### src/rtl/p5gw_map.svh
`ifndef P5GW_MAP_SVH
`define P5GW_MAP_SVH

// ---------------------------------------------------------------
// Register offsets
// ---------------------------------------------------------------
`define P5GW_OFF_MODE 16'hFFCC
`define P5GW_OFF_DATA 16'hFFD8
`define P5GW_OFF_PULL 16'hFFE2
`define P5GW_OFF_DIR 16'hFFE8

// ---------------------------------------------------------------
// Reset values and fixed read values
// ---------------------------------------------------------------
`define P5GW_RST_MODE 8'h00
`define P5GW_RST_DATA 8'h00
`define P5GW_RST_PULL 8'h00
`define P5GW_RST_DIR 8'h00
`define P5GW_DIR_READ 8'hFF
`define P5GW_UNMAPPED_READ 8'h00

`endif

### src/rtl/p5gw_pkg.sv
package p5gw_pkg;

    // ---------------------------------------------------------------
    // Operating modes of the chip
    // ---------------------------------------------------------------
    typedef enum logic [2:0] {
        P5GW_ACTIVE = 3'b000,
        P5GW_SUBACTIVE = 3'b001,
        P5GW_SLEEP = 3'b010,
        P5GW_SUBSLEEP = 3'b011,
        P5GW_WATCH = 3'b100,
        P5GW_STANDBY = 3'b101
    } p5gw_opmode_t;

    // ---------------------------------------------------------------
    // Per-pin function
    // ---------------------------------------------------------------
    typedef enum logic [1:0] {
        P5GW_FN_INPUT = 2'b00,
        P5GW_FN_OUTPUT = 2'b01,
        P5GW_FN_WAKE = 2'b10
    } p5gw_pinfn_t;

endpackage : p5gw_pkg

### src/rtl/p5gw_port.sv
`include "p5gw_map.svh"

module p5gw_port (
    // Clock, reset and enable
    input wire logic clk,
    input wire logic srst,
    input wire logic ce,
    // Register port
    input wire logic [15:0] reg_addr,
    input wire logic [7:0] reg_wdata,
    input wire logic reg_wr,
    input wire logic reg_rd,
    output logic [7:0] reg_rdata,
    // Operating mode of the chip
    input wire logic [2:0] op_mode,
    // Port pins
    input wire logic [7:0] port_pin_in,
    output logic [7:0] port_pin_out,
    output logic [7:0] port_pin_oe,
    output logic [7:0] pullup_on,
    // Wakeup requests, active low like the pins
    output logic [7:0] wakeup_input_pin
);

    logic [7:0] port_data_latch;
    logic [7:0] direction_control;
    logic [7:0] pullup_control;
    logic [7:0] pin_mode_select;
    logic [7:0] next_pin_out;
    logic [7:0] next_pin_oe;
    logic [7:0] next_pullup;
    logic [7:0] next_rdata;
    logic hold_state;
    logic standby;

    // ---------------------------------------------------------------
    // Per-pin function decode
    // ---------------------------------------------------------------
    function automatic p5gw_pkg::p5gw_pinfn_t pin_fn(input logic wake_select_bit,
                                                     input logic dir);
        if (wake_select_bit) begin
            return p5gw_pkg::P5GW_FN_WAKE;
        end else if (dir) begin
            return p5gw_pkg::P5GW_FN_OUTPUT;
        end else begin
            return p5gw_pkg::P5GW_FN_INPUT;
        end
    endfunction : pin_fn

    function automatic logic hit(input logic [15:0] addr, input logic [15:0] off);
        return addr == off;
    endfunction : hit

    // ---------------------------------------------------------------
    // Registers
    // ---------------------------------------------------------------
    always_ff @(posedge clk) begin
        if (srst) begin
            port_data_latch <= `P5GW_RST_DATA;
        end else if (ce && reg_wr && hit(reg_addr, `P5GW_OFF_DATA)) begin
            port_data_latch <= reg_wdata;
        end
    end

    always_ff @(posedge clk) begin
        if (srst) begin
            direction_control <= `P5GW_RST_DIR;
        end else if (ce && reg_wr && hit(reg_addr, `P5GW_OFF_DIR)) begin
            direction_control <= reg_wdata;
        end
    end

    always_ff @(posedge clk) begin
        if (srst) begin
            pullup_control <= `P5GW_RST_PULL;
        end else if (ce && reg_wr && hit(reg_addr, `P5GW_OFF_PULL)) begin
            pullup_control <= reg_wdata;
        end
    end

    always_ff @(posedge clk) begin
        if (srst) begin
            pin_mode_select <= `P5GW_RST_MODE;
        end else if (ce && reg_wr && hit(reg_addr, `P5GW_OFF_MODE)) begin
            pin_mode_select <= reg_wdata;
        end
    end

    // ---------------------------------------------------------------
    // Read path
    // ---------------------------------------------------------------
    always_comb begin
        next_rdata = `P5GW_UNMAPPED_READ;
        if (hit(reg_addr, `P5GW_OFF_DATA)) begin
            // Output bits show the latch, input bits the pin.
            next_rdata = (direction_control & port_data_latch)
                       | (~direction_control & port_pin_in);
        end else if (hit(reg_addr, `P5GW_OFF_DIR)) begin
            next_rdata = `P5GW_DIR_READ;
        end else if (hit(reg_addr, `P5GW_OFF_PULL)) begin
            next_rdata = pullup_control;
        end else if (hit(reg_addr, `P5GW_OFF_MODE)) begin
            next_rdata = pin_mode_select;
        end
    end

    always_ff @(posedge clk) begin
        if (srst) begin
            reg_rdata <= 8'h00;
        end else if (ce) begin
            reg_rdata <= reg_rd ? next_rdata : 8'h00;
        end
    end

    // ---------------------------------------------------------------
    // Pin drive per operating mode
    // ---------------------------------------------------------------
    always_comb begin
        hold_state = 1'b0;
        standby = 1'b0;
        case (p5gw_pkg::p5gw_opmode_t'(op_mode))
            p5gw_pkg::P5GW_SLEEP: hold_state = 1'b1;
            p5gw_pkg::P5GW_SUBSLEEP: hold_state = 1'b1;
            p5gw_pkg::P5GW_WATCH: hold_state = 1'b1;
            p5gw_pkg::P5GW_STANDBY: standby = 1'b1;
            default: hold_state = 1'b0;
        endcase
    end

    generate
        for (genvar i = 0; i < 8; i++) begin : g_pin
            p5gw_pkg::p5gw_pinfn_t fn;
            assign fn = pin_fn(pin_mode_select[i], direction_control[i]);
            always_comb begin
                next_pin_out[i] = port_data_latch[i];
                next_pin_oe[i] = (fn == p5gw_pkg::P5GW_FN_OUTPUT);
                // The pull-up acts on a GPIO input only.
                next_pullup[i] = (fn == p5gw_pkg::P5GW_FN_INPUT) && pullup_control[i];
                if (standby) begin
                    next_pin_oe[i] = 1'b0;
                end
            end
        end
    endgenerate

    always_ff @(posedge clk) begin
        if (srst) begin
            port_pin_oe <= 8'h00;
            port_pin_out <= 8'h00;
            pullup_on <= 8'h00;
        end else if (ce && !hold_state) begin
            port_pin_oe <= next_pin_oe;
            port_pin_out <= next_pin_out;
            pullup_on <= next_pullup;
        end
    end

    // Pins not in wake mode report an idle (high) request.
    always_ff @(posedge clk) begin
        if (srst) begin
            wakeup_input_pin <= 8'hFF;
        end else if (ce) begin
            wakeup_input_pin <= port_pin_in | ~pin_mode_select;
        end
    end

endmodule : p5gw_port

### config.mk
export PLATFORM = sky130hd
export DESIGN_NAME = p5gw_port
export DESIGN_NICKNAME = d
export VERILOG_FILES = /design/src/rtl/p5gw_pkg.sv /design/src/rtl/p5gw_port.sv
export VERILOG_INCLUDE_DIRS = /design/src /design/src/rtl
export SDC_FILE = /design/constraint.sdc
export NUM_CORES = 1
export LEC_CHECK = 0
export BUFFER_PORTS_ARGS = -buffer_cell sky130_fd_sc_hd__buf_2
export CAP_MARGIN = 20
export CORE_MARGIN = 2
export CORE_UTILIZATION = 52
export DETAILED_ROUTE_END_ITERATION = 10
export PLACE_DENSITY = 0.9
export SYNTH_ARGS = -nofsm -noshare
export SYNTH_HDL_FRONTEND = slang
export SYNTH_SLANG_ARGS = --single-unit
### constraint.sdc
create_clock -name clk -period 1.5 [get_ports clk]
set_input_delay 0.075 -clock clk [delete_from_list [all_inputs] [get_ports clk]]
set_output_delay 0.075 -clock clk [all_outputs]
set_load 0.01 [all_outputs]
==> flow_summary.toml <==
[run_status]
run_status = "finished, final reports clean"

[synth]
synth_warnings = 0
synth.area.mux_share = 0.157
sequential_fraction_of_the_synthesis_area = 0.472
postSynthNetCount = 353
yosys.area_share.simple = 0.232
synth.avg_cell_area_um2 = 9.75
post_synthesis_share_of_cell_area_spent_on_xor_and_xnor_gates = 0
synth_top_family_by_area = "simple AND/OR/NAND/NOR gates"
postSynthCellCount = 313
postSynth.asyncResetShare = 0
synth-seq-cells = 72
yosys.cell_types.count = 30
ys.flop_type = "dfxtp_1"
synth_enable_flop_cells = 0
complex_gate_fraction_of_the_synthesized_area = 0.109
synth_fa_ha_area_frac = 0
post_synth_instance_area_um2 = 3050

[placement]
placement.setup.worst_slack_ns = -0.0619
place.gp.congestion = 0.803
detailed_place.area_um2 = 3530
detailedPlacementHpwl_um = 5560
port-buffer-count = 79

[routing]
number_of_search_and_repair_iterations_in_the_first_detailed_routing_pass = 5
wire_length_per_cell_um = 16.9
routed-via-count = 2739
drt-initial-drc-count = 218
vias_per_cell = 5.71
route.final.wire_length_um = 8110
drtAntennaViolNets = 0
drc_errors = 0

[global_route]
grt_util_met2 = 0.408
grt_antenna_before_repair = 0
pin_count_of_the_biggest_net_entering_global_routing = 65
grt_util_all_layers = 0.264
grt_overflow = 0
gr-usage-met3 = 0.0753
grt.busiest_layer = "met2"
via_count_of_the_first_global_routing_pass = 2644
globalRouteMet1Util = 0.347
first_pass_grt_wire_length_um = 13000

[sta]
fin_crit_ns = 1.23
max-slew-margin-rel = 0.517
achievable-frequency_ghz = 0.814
hold_viol = 0
rsz0062_at_grt = "false"
postLayoutSetupSlackWorst_ns = 0.272
hold_slack_ns = 0.0140
min_period_over_period = 0.819
timing_worst_slew_pin_value_ns = 0.722
finalMaxSlewViolations = 0
setup_total_negative_slack_ns = 0
finalSetupViolCount = 0
finalClockSkew_ns = 0.00657

[clocking]
numClockSinks = 72
insertion_delay_ns = 0.35
cts-buffers-inserted = 9
clk_pin_slew_worst_paths_ns = 0.08
cts_tree = "built"
cts-htree-levels = 3
cts_repair_resize_count = 0
clk_path_buf_depth = 2
clock-root-buffer = "clkbuf_8"

[critical_path]
criticalPathCategory = "flop to flop"
list_of_cells_traversed_by_the_critical_path = "nor4b_1 -> buf_4 -> a21oi_1 -> nor2_1"
number_of_buffers_and_inverters_on_the_critical_path = 1
data_required_critical_path_ns = 1.79
worst_path_largest_cell_delay_ns = 0.50
critPathCaptureType = "flop"
crit_path_max_fanout = 5
crit_family = "simple AND/OR/NAND/NOR gates"
crit_path_top_delay_cell = "nor4b_1"
critical_path.startpoint_type = "flop"
cp_arrival_ns = 1.52

[power_and_ir_drop]
max-vdd-ir-drop_mv = 0.840
portion_of_total_power_attributed_to_combinational_logic = 0.063
cellLeakagePower_uw = 0.00180
sequentialPowerShare = 0.499
powerDensity_nw_per_um2 = 1000
intPower_uw = 2990
power_switching_share = 0.218
share_clk_of_total_power = 0.438
netSwitchingPower_uw = 835

[final_layout]
final_design_area_no_fill_um2 = 3830
finish.net_count = 443
syn_to_final_growth_pct = 25.4
final.fill_count = 408
antenna-diode-count = 0
multi_input_area_um2 = 1520
post_route_cells_drive_above_1_share = 0.275
regArea_um2 = 1440

[die]
floorplan.core_area_um2 = 5570
floorplan.rows = 27
chipHeight_um = 80.6
floorplan.die.width_um = 80.6
die_ar_um2 = 6500
effective_utilization_at_floorplan = 0.547
pin_count = 80

[run]
max_cap_violations = 0

[hold_path]
min-delay-path-class = "input port to flop"
-- cell usage in the layout (no fill, tap or decap), types with 2 or more instances in the layout --
cell type,netlist,layout
a21oi_1,25,25
a32o_1,8,8
and3_1,2,2
buf_2,4,79
buf_4,2,8
bufinv_16,0,2
clkbuf_1,9,3
clkbuf_8,0,10
dfxtp_1,72,72
dlygate4sd3_1,0,8
mux2i_1,48,48
nand2_1,21,21
nand2_2,3,3
nand2b_1,10,10
nor2_1,61,61
nor4b_1,16,16
nor4b_4,2,2
o22ai_1,8,8
o2bb2ai_1,8,8
-- kinds of logic after synthesis --
| kind of cell | after synthesis |
|---|---|
| simple gates | 125 |
| flops | 72 |
| compound gates | 50 |
| mux | 48 |
| buf+inv | 18 |
-- path summary, 6_finish.rpt --
check                     start                    to  slack [ns]  cells after the start
max          pin_mode_select[5]          pullup_on[5]        0.27                      4
min                reg_wdata[1]  direction_control[1]        0.01                      3
max reg2reg  pin_mode_select[5]          pullup_on[5]        0.27                      4
min reg2reg        reg_rdata[6]          reg_rdata[6]        0.47                      1
-- power groups by stage --
stage               registers [uW]  logic [uW]  clock network (uW)
floorplan                     1950         104                   0
global placement              1950         216                   0
detailed placement            1950         219                   0
CTS                           1910         236                1680
global route                  1910         257                1750
finish                        1910         241                1680
-- flip-flops by register name, summed over array words and instances, names as in the netlist --
signal             count
direction_control      8
port_pin_out           8
pin_mode_select        8
next_pin_out           8
pullup_control         8
port_pin_oe            8
wakeup_input_pin       8
reg_rdata              8
pullup_on              8
-- cell usage after synthesis, types with 2 or more instances --
| cell | number | area, um^2 |
|---|---|---|
| dfxtp_1 | 72 | 1440 |
| nor2_1 | 61 | 229 |
| mux2i_1 | 48 | 480 |
| a21oi_1 | 25 | 125 |
| nand2_1 | 21 | 78.8 |
| nor4b_1 | 16 | 140 |
| nand2b_1 | 10 | 62.6 |
| clkbuf_1 | 9 | 33.8 |
| a32o_1 | 8 | 80.1 |
| o22ai_1 | 8 | 50.1 |
| o2bb2ai_1 | 8 | 70.1 |
| buf_2 | 4 | 20.0 |
| nand2_2 | 3 | 18.8 |
| and3_1 | 2 | 12.5 |
| buf_4 | 2 | 15.0 |
| nor4b_4 | 2 | 47.6 |
-- layer usage --
metal,up-vias,part of all wire
met1,1287,0.43
met5,-,0
met4,0,0.020
met2,141,0.46
li1,1296,-
met3,15,0.085
-- what timing repair did --
action	CTS	global route
endpoints found under the hold margin	8	0
hold buffers	8	0
buffers inserted	0	0
-- metrics by stage --
step	util	cells	total power, uW
3_5_place_dp	0.634	456	2170
6_report	0.687	480	3830
2_1_floorplan	-	313	2060
3_3_place_gp	0.634	456	2170
5_1_grt	0.687	480	3920
4_1_cts	0.687	480	3830
-- worst reg2reg max path, cell delays in order, from the launching register on --
cell,delay (ns)
dfxtp_1,0.36
nor4b_1,0.50
buf_4,0.19
a21oi_1,0.03
nor2_1,0.08
-- cell type report --
class,count,share of cell area
tap,72,0.0235
clock inverter,3,0.0170
clock buffer,13,0.0389
timing repair buffer,96,0.145
inverter,1,0.000981
multi-input combinational,223,0.398
sequential,72,0.377
(Power assumes the default switching activity.)
